### config.mk
export PLATFORM = sky130hd
export DESIGN_NAME = sbsr_top
export DESIGN_NICKNAME = d
export VERILOG_FILES = /design/src/hw/sbsr_pkg.sv /design/src/hw/sbsr_top.sv /design/src/hw/sbsr_summary.sv
export VERILOG_INCLUDE_DIRS = /design/src /design/src/hw
export SDC_FILE = /design/constraint.sdc
export NUM_CORES = 1
export LEC_CHECK = 0
export BUFFER_PORTS_ARGS = -buffer_cell sky130_fd_sc_hd__buf_2
export CORE_MARGIN = 3
export CORE_UTILIZATION = 30
export DETAILED_ROUTE_END_ITERATION = 16
export GPL_TIMING_DRIVEN = 1
export PLACE_DENSITY = 0.83
export SLEW_MARGIN = 20
export SYNTH_ARGS = -nofsm -noshare
export SYNTH_HDL_FRONTEND = slang
export SYNTH_SLANG_ARGS = --single-unit
### constraint.sdc
create_clock -name i_clock -period 1.3 [get_ports i_clock]
set_input_delay 0.13 -clock i_clock [delete_from_list [all_inputs] [get_ports i_clock]]
set_output_delay 0.13 -clock i_clock [all_outputs]
set_load 0.005 [all_outputs]
### src/hw/sbsr_regs.svh
// constants for the status byte and service request block
`ifndef SBSR_REGS_SVH
`define SBSR_REGS_SVH

// status byte bit positions
`define SBSR_BIT_UNUSED   0
`define SBSR_BIT_DEVICE   1
`define SBSR_BIT_ERRQ     2
`define SBSR_BIT_QUEST    3
`define SBSR_BIT_MSGAV    4
`define SBSR_BIT_STDEV    5
`define SBSR_BIT_MASTER   6
`define SBSR_BIT_OPER     7

// lower-level register slots feeding the status byte
`define SBSR_SRC_DEVICE   0
`define SBSR_SRC_QUEST    1
`define SBSR_SRC_STDEV    2
`define SBSR_SRC_OPER     3
`define SBSR_SRC_COUNT    4

// reset values
`define SBSR_MASK_RESET   8'h00
`define SBSR_STB_RESET    8'h00

// bits that may raise a request: all but unused bit 0 and master bit 6
`define SBSR_REQ_BITS     8'hBE

`endif

### src/hw/sbsr_pkg.sv
// types for the status byte and service request block
package sbsr_pkg;

	// one lower-level status register: event part and enable part
	typedef struct packed {
		logic [15:0] event_bits;
		logic [15:0] enable_bits;
	} sbsr_lower_t;

	// answer to a query or serial poll
	typedef struct packed {
		logic       valid;
		logic [7:0] data;
	} sbsr_reply_t;

	// query selected in a cycle
	typedef enum logic [1:0] {
		SBSR_Q_NONE,
		SBSR_Q_POLL,
		SBSR_Q_STATUS,
		SBSR_Q_MASK
	} sbsr_query_t;

endpackage

### src/hw/sbsr_top.sv
// status byte, service request mask and service request generation
//
// Function
// - status query or serial poll returns current status byte contents.
// - mask bit pairs with each status bit; mask bit 6 never matters.
// - enabled status bit rising 0 to 1 raises a service request.
// - mask-set command loads the mask; mask query returns it.
// - bit 1 mirrors the device status register summary.
// - bit 2 set while error queue non-empty; each new error requests service if mask bit 2 is set.
// - bit 3 is the questionable register summary.
// - bit 4 set while output queue holds a readable response.
// - bit 5 is the standard event register summary.
// - bit 6 is master summary of other enabled set bits.
// - bit 7 is the operation register summary.
// - lower registers summarise by or of event and enable pairs.
`timescale 1ns/1ns
`include "sbsr_regs.svh"
`default_nettype none

module sbsr_top (
	// clock and reset
	input  wire logic                 i_clock,
	input  wire logic                 i_reset_n,
	// lower-level status registers
	input  wire sbsr_pkg::sbsr_lower_t i_lower [`SBSR_SRC_COUNT],
	// queue states
	input  wire logic                 i_error_queue_nonempty,
	input  wire logic                 i_error_push,
	input  wire logic                 i_output_queue_ready,
	// commands from the controller
	input  wire logic                 i_status_query,
	input  wire logic                 i_serial_poll,
	input  wire logic                 i_mask_write,
	input  wire logic [7:0]           i_mask_data,
	input  wire logic                 i_mask_query,
	// answers and request
	output logic                      o_reply_valid,
	output logic [7:0]                o_reply_data,
	output logic [7:0]                o_status_summary_byte,
	output logic [7:0]                o_service_request_mask,
	output logic                      o_service_request,
	output logic                      o_request_pulse
);

	// pick one query per cycle, serial poll first
	function automatic sbsr_pkg::sbsr_query_t pick_query(input logic poll,
		input logic stat, input logic mask);
		if (poll) begin
			pick_query = sbsr_pkg::SBSR_Q_POLL;
		end else if (stat) begin
			pick_query = sbsr_pkg::SBSR_Q_STATUS;
		end else if (mask) begin
			pick_query = sbsr_pkg::SBSR_Q_MASK;
		end else begin
			pick_query = sbsr_pkg::SBSR_Q_NONE;
		end
	endfunction

	logic [`SBSR_SRC_COUNT-1:0] summary;
	logic [7:0]                 status_summary_byte_reg;
	logic [7:0]                 status_summary_byte_next;
	logic [7:0]                 service_request_mask_reg;
	logic [7:0]                 service_request_mask_next;
	logic                       request_reg;
	logic                       request_next;
	logic                       pulse_reg;
	logic                       pulse_next;
	sbsr_pkg::sbsr_reply_t      reply_reg;
	sbsr_pkg::sbsr_reply_t      reply_next;
	logic [7:0]                 rise;
	logic                       raise;
	logic                       master_summary_flag;
	logic                       message_available_flag;
	logic                       standard_event_summary;
	sbsr_pkg::sbsr_query_t      query;

	// summary bit of each lower-level register
	genvar s;
	generate
		for (s = 0; s < `SBSR_SRC_COUNT; s++) begin : g_sum
			sbsr_summary u_sum (
				.i_lower   (i_lower[s]),
				.o_summary (summary[s])
			);
		end
	endgenerate

	assign message_available_flag = i_output_queue_ready;
	assign standard_event_summary = summary[`SBSR_SRC_STDEV];

	// next status byte from the lower levels and queues
	always_comb begin
		status_summary_byte_next = `SBSR_STB_RESET;
		status_summary_byte_next[`SBSR_BIT_UNUSED] = 1'b0;
		status_summary_byte_next[`SBSR_BIT_DEVICE] = summary[`SBSR_SRC_DEVICE];
		status_summary_byte_next[`SBSR_BIT_ERRQ]   = i_error_queue_nonempty;
		status_summary_byte_next[`SBSR_BIT_QUEST]  = summary[`SBSR_SRC_QUEST];
		status_summary_byte_next[`SBSR_BIT_MSGAV]  = message_available_flag;
		status_summary_byte_next[`SBSR_BIT_STDEV]  = standard_event_summary;
		status_summary_byte_next[`SBSR_BIT_OPER]   = summary[`SBSR_SRC_OPER];
		// master bit ignores mask bit 6 and bit 0
		master_summary_flag = |(status_summary_byte_next & service_request_mask_reg
			& `SBSR_REQ_BITS);
		status_summary_byte_next[`SBSR_BIT_MASTER] = master_summary_flag;
	end

	// status byte register
	always_ff @(posedge i_clock or negedge i_reset_n) begin
		if (!i_reset_n) begin
			status_summary_byte_reg <= `SBSR_STB_RESET;
		end else begin
			status_summary_byte_reg <= status_summary_byte_next;
		end
	end

	// mask load from the mask-set command
	always_comb begin
		service_request_mask_next = service_request_mask_reg;
		if (i_mask_write) begin
			service_request_mask_next = i_mask_data;
		end
	end

	// mask register
	always_ff @(posedge i_clock or negedge i_reset_n) begin
		if (!i_reset_n) begin
			service_request_mask_reg <= `SBSR_MASK_RESET;
		end else begin
			service_request_mask_reg <= service_request_mask_next;
		end
	end

	// request on enabled rising bit or on each new error while mask bit 2 is set; poll clears, set wins
	always_comb begin
		rise  = status_summary_byte_next & ~status_summary_byte_reg;
		raise = (|(rise & service_request_mask_reg & `SBSR_REQ_BITS))
			| (i_error_push & service_request_mask_reg[`SBSR_BIT_ERRQ]);
		request_next = request_reg;
		if (i_serial_poll) begin
			request_next = 1'b0;
		end
		if (raise) begin
			request_next = 1'b1;
		end
		pulse_next = raise;
	end

	// request registers
	always_ff @(posedge i_clock or negedge i_reset_n) begin
		if (!i_reset_n) begin
			request_reg <= 1'b0;
			pulse_reg   <= 1'b0;
		end else begin
			request_reg <= request_next;
			pulse_reg   <= pulse_next;
		end
	end

	// answer to queries
	always_comb begin
		query = pick_query(i_serial_poll, i_status_query, i_mask_query);
		reply_next.valid = 1'b1;
		reply_next.data  = 8'h00;
		case (query)
			sbsr_pkg::SBSR_Q_POLL: begin
				reply_next.data = status_summary_byte_reg;
			end
			sbsr_pkg::SBSR_Q_STATUS: begin
				reply_next.data = status_summary_byte_reg;
			end
			sbsr_pkg::SBSR_Q_MASK: begin
				reply_next.data = service_request_mask_reg;
			end
			default: begin
				reply_next.valid = 1'b0;
			end
		endcase
	end

	// reply register
	always_ff @(posedge i_clock or negedge i_reset_n) begin
		if (!i_reset_n) begin
			reply_reg <= '0;
		end else begin
			reply_reg <= reply_next;
		end
	end

	// outputs
	assign o_reply_valid          = reply_reg.valid;
	assign o_reply_data           = reply_reg.data;
	assign o_status_summary_byte  = status_summary_byte_reg;
	assign o_service_request_mask = service_request_mask_reg;
	assign o_service_request      = request_reg;
	assign o_request_pulse        = pulse_reg;

	// status query answered with the status byte one cycle later
	chk_status_query_reply: assert property (@(posedge i_clock) disable iff (!i_reset_n)
		(i_status_query && !i_serial_poll) |=> (o_reply_valid
			&& o_reply_data == $past(status_summary_byte_reg)))
		else $error("status query reply wrong");

	// serial poll answered with the status byte
	chk_poll_reply: assert property (@(posedge i_clock) disable iff (!i_reset_n)
		i_serial_poll |=> (o_reply_valid && o_reply_data == $past(status_summary_byte_reg)))
		else $error("serial poll reply wrong");

	// mask write, one idle cycle, then a lone mask query returns the written value
	chk_mask_roundtrip: assert property (@(posedge i_clock) disable iff (!i_reset_n)
		(i_mask_write ##1 !i_mask_write
			##1 (i_mask_query && !i_serial_poll && !i_status_query && !i_mask_write))
			|=> (o_reply_data == $past(i_mask_data, 3)))
		else $error("mask query does not return written mask");

	// bit 0 stays zero
	chk_bit0_zero: assert property (@(posedge i_clock) disable iff (!i_reset_n)
		!o_status_summary_byte[`SBSR_BIT_UNUSED])
		else $error("status bit 0 set");

	// master bit equals enabled other bits
	chk_master_summary: assert property (@(posedge i_clock) disable iff (!i_reset_n)
		o_status_summary_byte[`SBSR_BIT_MASTER] == |(o_status_summary_byte
			& $past(service_request_mask_reg) & `SBSR_REQ_BITS))
		else $error("master summary mismatch");

	// enabled bit seen rising in the byte comes with a request in the same cycle
	chk_rise_request: assert property (@(posedge i_clock) disable iff (!i_reset_n)
		(|(o_status_summary_byte & ~$past(o_status_summary_byte)
			& $past(service_request_mask_reg) & `SBSR_REQ_BITS))
			|-> (o_service_request && o_request_pulse))
		else $error("enabled rising bit gave no request");

	// new error with bit 2 enabled always requests
	chk_error_request: assert property (@(posedge i_clock) disable iff (!i_reset_n)
		(i_error_push && service_request_mask_reg[`SBSR_BIT_ERRQ]) |=> o_request_pulse)
		else $error("queued error gave no request");

	// mask bit 6 alone never requests
	chk_mask6_ignored: assert property (@(posedge i_clock) disable iff (!i_reset_n)
		(!(|(rise & service_request_mask_reg & `SBSR_REQ_BITS)) && !i_error_push)
			|=> !o_request_pulse)
		else $error("request without enabled cause");

	// bit 4 follows output queue with one cycle delay
	chk_msg_available: assert property (@(posedge i_clock) disable iff (!i_reset_n)
		o_status_summary_byte[`SBSR_BIT_MSGAV] == $past(i_output_queue_ready))
		else $error("message available bit wrong");

	// bit 5 follows the standard event summary
	chk_stdev_bit: assert property (@(posedge i_clock) disable iff (!i_reset_n)
		o_status_summary_byte[`SBSR_BIT_STDEV] == $past(summary[`SBSR_SRC_STDEV]))
		else $error("standard event bit wrong");

	// bit 7 follows the operation summary, bit 1 the device summary
	chk_oper_device: assert property (@(posedge i_clock) disable iff (!i_reset_n)
		(o_status_summary_byte[`SBSR_BIT_OPER] == $past(summary[`SBSR_SRC_OPER]))
		&& (o_status_summary_byte[`SBSR_BIT_DEVICE] == $past(summary[`SBSR_SRC_DEVICE])))
		else $error("operation or device bit wrong");

	// bit 3 follows the questionable summary
	chk_quest_bit: assert property (@(posedge i_clock) disable iff (!i_reset_n)
		o_status_summary_byte[`SBSR_BIT_QUEST] == $past(|(i_lower[`SBSR_SRC_QUEST].event_bits
			& i_lower[`SBSR_SRC_QUEST].enable_bits)))
		else $error("questionable bit wrong");

endmodule

`default_nettype wire

### src/hw/sbsr_summary.sv
// summary bit of one lower-level status register
`timescale 1ns/1ns
`default_nettype none

module sbsr_summary (
	// lower register parts
	input  wire sbsr_pkg::sbsr_lower_t i_lower,
	// summary output
	output logic                       o_summary
);

	logic [15:0] gated;

	// each event bit anded with its enable bit
	genvar g;
	generate
		for (g = 0; g < 16; g++) begin : g_gate
			assign gated[g] = i_lower.event_bits[g] & i_lower.enable_bits[g];
		end
	endgenerate

	// or of all gated bits forms the summary
	assign o_summary = |gated;

endmodule

`default_nettype wire

---- After elaboration in Yosys (flattened, before gate mapping) ----
Index checks and enable logic that the tools add are counted.
Widths: inputs -> output; s select.
word-level totals
  register bits after elaboration ......... 26
  input bits .............................. 145
  logic and storage cells ................. 95
cells by class
  eq/ne operators ......................... 3
  multiplexer cells ....................... 7
  bitwise gates (word level) .............. 70
  reduce and logical (&&, ||, !) cells .... 9
operators with widths
  operator            count
  $and 1x1->1         65
  $reduce_or 16->1    4
  $and 8x8->8         3
  $pmux 8 s2          1
  $reduce_or 6->1     2
  $not 8->8           1
  $mux 2              3
  $eq 2x2->1 const B  2
  $mux 1              3
  $reduce_or 3->1     1
  $eq 2x1->1 const B  1
  $reduce_bool 2->1   1
  $reduce_or 2->1     1
  $or 1x1->1          1

---- Longest topological paths before layout ----
  depth in word-level cells ............... 9
  depth in mapped cells ................... 7
  depth with buffers taken out ............ 6

---- Cells and area by module ----
A second synthesis with hierarchy kept.
unflattened totals
  cell total of the unflattened synthesis .. 116
  area, all modules ....................... 1412.6 µm²
modules (own cells, without submodules)
  module        times used  cells an instance  area an instance (µm²)
  sbsr_top      1           80                 1007.2
  sbsr_summary  4           9                  101.3

---- Least setup slack after synthesis ----
OpenSTA, ideal clock, no wires.
  path type ............................... input to register
  start point ............................. input port i_lower[117] (netlist name)
  end point ............................... register status_summary_byte_reg[6], in the netlist o_status_summary_byte[6]
  library setup time ...................... 131 ps
  arrival ................................. 1062 ps
  path slack .............................. 107 ps
  cell stages on the path ................. 5
  path buffers ............................ 0
  path through ............................ a22o_1 > a221oi_2 > nand4_2 > a222oi_1 > nand2_1
between the ends
  word-level cells in the longest chain between the ends .. 4
ends and longest elaborated chain
  what                          line                source
  from (decl)                   sbsr_top.sv:25      input wire sbsr_pkg::sbsr_lower_t i_lower [`SBSR_SRC_COUNT],
  $and 1x1->1                   sbsr_summary.sv:18  assign gated[g] = i_lower.event_bits[g] & i_lower.enable_bits[g];
  $reduce_or 16->1              sbsr_summary.sv:23  assign o_summary = |gated;
  via g_sum[0].u_sum.o_summary  sbsr_summary.sv:9   output logic o_summary
  $and 8x8->8                   sbsr_top.sv:102     master_summary_flag = |(status_summary_byte_next & service_request_mask_reg
  $reduce_or 6->1               sbsr_top.sv:102
  via master_summary_flag       sbsr_top.sv:72      logic master_summary_flag;
  to (signal assigned)          sbsr_top.sv:110     status_summary_byte_reg <= `SBSR_STB_RESET;
  to (signal assigned)          sbsr_top.sv:112     status_summary_byte_reg <= status_summary_byte_next;
  to (decl)                     sbsr_top.sv:60      logic [7:0] status_summary_byte_reg;
The timed path passes the listed nets, and every way through them passes these cells.
A chain may end at the register's enable or synchronous reset.

---- Worst setup path after layout ----
  start point ............................. input port i_lower[16] (netlist name)
  end point ............................... register status_summary_byte_reg[6], in the netlist o_status_summary_byte[6]
between the ends
  word-level cells in the longest chain between the ends .. 4
ends and longest elaborated chain
  what                          line
  $and 1x1->1                   sbsr_summary.sv:18
  $reduce_or 16->1              sbsr_summary.sv:23
  via g_sum[3].u_sum.o_summary  sbsr_summary.sv:9
  $and 8x8->8                   sbsr_top.sv:102
  $reduce_or 6->1               sbsr_top.sv:102
  via master_summary_flag       sbsr_top.sv:72
The timed path passes the listed nets, and every way through them passes these cells.

==> results.py <==
metrics = {
    "grt": {
        "antenna_found_initial": 0,
        "first_global_vias": 1728,
        "global_route.usage.total_pct": 17.4,
        "grt_pass1_wl_microns": 7340,
        "overflow": 0,
        "grt_max_degree": 27,
    },
    "floorplan": {
        "pin_count": 172,
        "die_area_sq_mm": 0.00530,
        "die_x_microns": 72.8,
        "start_util_pct": 32.3,
        "die_h_microns": 72.8,
        "core.rowCount": 23,
        "core_sq_mm": 0.00414,
    },
    "synthesis": {
        "syn_area_sq_mm": 0.00134,
        "netlist.area_leader.share_pct": 48.6,
        "synth-seq-cells": 26,
        "synth_area_leaders": "dfrtp_1 49%, a22o_1 10%, a221oi_1 7.8%, mux2_2 6.7%, a221oi_2 4.5%",
        "synth.avg_cell_area_sq_um": 11.7,
        "syn_nets": 262,
        "synth_warnings": 0,
        "synth-seq-area-share_pct": 48.6,
        "syn_inst": 115,
        "synth_top_cell_by_area": "dfrtp_1",
        "yosysUniqueCellTypes": 26,
    },
    "sta": {
        "setup_ws_ns": 0.0795,
        "slew_headroom_pct": 63.0,
        "period_share_pct": 93.9,
        "period_minus_slack_ns": 1.22,
        "setup_viol": 0,
        "whs_ns": 0.0836,
        "slew_violations": 0,
        "fmax_mhz": 819,
        "fin_tns_setup_ns": 0,
        "finalHoldViolCount": 0,
        "skew_ns": 0.00238,
        "worstMarginPinSlew_ns": 0.556,
    },
    "clocking": {
        "post_cts_buffers": 0,
        "insertion_delay_ns": 0.27,
        "cts_root_buf": "clkbuf_8",
        "clockBufferDepth": 2,
        "clk_pin_slew_ns": 0.09,
        "cts_tree": "yes",
        "cts.sinks": 26,
        "htreeDepth": 1,
        "cts_buffers": 3,
    },
    "hold_path": {
        "min_to": "o_service_request_mask[2]",
        "min_from": "i_mask_data[2]",
        "min_path_cells": 2,
        "hp-class": "input pin to flip-flop",
    },
    "setup_path": {
        "crit_required_ns": 1.45,
        "cpPeakStageDelay_ns": 0.40,
        "reg2regPathDepth": 5,
        "endpoint_kind": "flip-flop",
        "r2r_end": "o_service_request",
        "regToRegSetupSlack_ns": 0.18,
        "worstSetupStartpointType": "input pin",
        "crit_fanout": 3,
        "path_class": "input pin to flip-flop",
        "path_cells": "buf_2, a22o_1, a221oi_1, nand4_1, a222oi_1, nand2_1",
        "worstReg2RegStart": "o_status_summary_byte[2]",
        "cp_slowest_cell": "a222oi_1",
        "timing.critical_path.arrival_ns": 1.37,
    },
    "final_layout": {
        "finalNonFillerCells": 340,
        "fin_area_sq_mm": 0.00238,
        "seq_area_sq_um": 651,
        "fill_cells": 384,
        "post-route-util_pct": 57.4,
        "final_layout_size_suffix_gt1_share_pct": 66.9,
        "diodes": 0,
        "multi_input_area_sq_um": 674,
        "syn_to_final_growth_pct": 77.4,
        "layout.nets": 438,
    },
    "placement": {
        "io_buffer_count": 170,
        "place_ws_ns": -0.200,
        "place_hpwl_microns": 4310,
        "placed_cell_area_sq_mm": 0.00225,
        "gp_congestion": 0.780,
        "dpl.cell_count": 333,
    },
    "run_status": {
        "status": "finished, final reports clean",
    },
    "route": {
        "drtIter0Drc": 91,
        "wirelength_microns": 4920,
        "avgRoutedWirePerCell_microns": 14.5,
        "drc": 0,
        "drtAntennaViolNets": 0,
        "first_pass_iters": 4,
        "vias": 1668,
        "viasPerCell": 4.91,
    },
    "pwr": {
        "p_leak_nw": 1.30,
        "power.density_mw_per_mm2": 896,
        "peakVddDrop_mv": 0.418,
        "power.total_mw": 2.13,
    },
    "run": {
        "drv.max_cap_violation_count": 0,
    },
}
==> flip-flops by register name, indices dropped and copies added, names as in the netlist <==
register and count:
o_service_request_mask 8, o_service_request 1, o_reply_data 8, o_request_pulse 1, o_status_summary_byte 7, o_reply_valid 1
==> critical path, delay by kind of cell <==
family          cells  cell delay, ns
compound gates      3            0.82
buf+inv             1            0.09
simple gates        2            0.32
==> logic make-up after synthesis <==
group / Yosys count / synth area share [%]
DFF: 26 / 48.6
other: 1 / 0.280
adders and majority gates: 2 / 1.87
and+or+nand+nor: 22 / 8.87
AOI/OAI and AO/OA: 46 / 30.6
buffers and inverters: 10 / 3.08
muxes: 8 / 6.72
==> report_power, final <==
group	switching, mW	internal (mW)	leakage, nW
Clock	0.249	0.412	0.0357
Combinational	0.215	0.329	0.974
Sequential	0.0462	0.880	0.294
==> metal layers <==
| metal | global-route usage, % | wire length (microns) | vias up |
|---|---|---|---|
| met5 | 0 | 0 | - |
| met4 | 5.53 | 60 | 0 |
| met3 | 1.38 | 337 | 5 |
| met2 | 33.3 | 2790 | 85 |
| met1 | 20.4 | 1740 | 759 |
| li1 | - | - | 819 |
==> cell usage in the layout (no fill, tap or decap) <==
cell type	count
buf_2	170
dfrtp_1	26
a22o_1	16
a221oi_1	9
nor2_1	8
mux2_2	8
a22oi_1	7
a221oi_2	7
inv_1	6
nand4_1	4
clkbuf_8	3
dlygate4sd3_1	3
nand2_1	2
nor2b_1	2
o21ai_0	2
a222oi_1	2
ha_1	2
buf_4	2
or2_2	1
a21o_1	1
nand4_2	1
nand3b_1	1
a31oi_1	1
a32oi_2	1
nand3_1	1
and3_1	1
nand2b_1	1
conb_1	1
bufinv_16	1
==> synth_stat cells <==
cell type	number
mux2_2	8
a22o_1	16
a221oi_2	4
a22oi_1	7
a32oi_1	1
a31oi_1	1
a21o_1	1
o21ai_0	2
nand3b_1	1
a221oi_1	12
nand4_2	1
inv_1	6
nor2_1	8
nand2_1	2
nor2b_1	2
nand2b_1	1
or2_2	1
dfrtp_1	26
and3_1	1
nand4_1	4
ha_1	2
a222oi_1	2
clkbuf_1	3
conb_1	1
buf_4	1
nand3_1	1
==> final cells by class <==
class / instances / share of cell area, %
timing repair buffer: 175 / 37.7
multi-input combinational: 79 / 28.4
sequential: 26 / 27.4
tap: 50 / 2.63
clock buffer: 3 / 1.74
clock inverter: 1 / 1.26
inverter: 6 / 0.947
==> timing repair <==
item                                   in CTS  in global routing
hold buffers                                3                  0
endpoints found under the hold margin      28                  0
setup endpoints to repair                   0                  1
gates resized for setup                     0                  4
==> worst max-delay path by stage <==
stage / endpoint / slack, ns / start
2_1_floorplan: o_status_summary_byte[6] / 0.11 / i_lower[117]
3_3_place_gp: o_status_summary_byte[6] / -0.21 / i_lower[17]
3_5_place_dp: o_service_request / -0.20 / i_lower[21]
4_1_cts: o_status_summary_byte[6] / 0.09 / i_lower[21]
5_1_grt: o_status_summary_byte[6] / -0.01 / i_lower[16]
6_report: o_status_summary_byte[6] / 0.08 / i_lower[16]
Note: power is estimated with default switching activity, not from simulation.
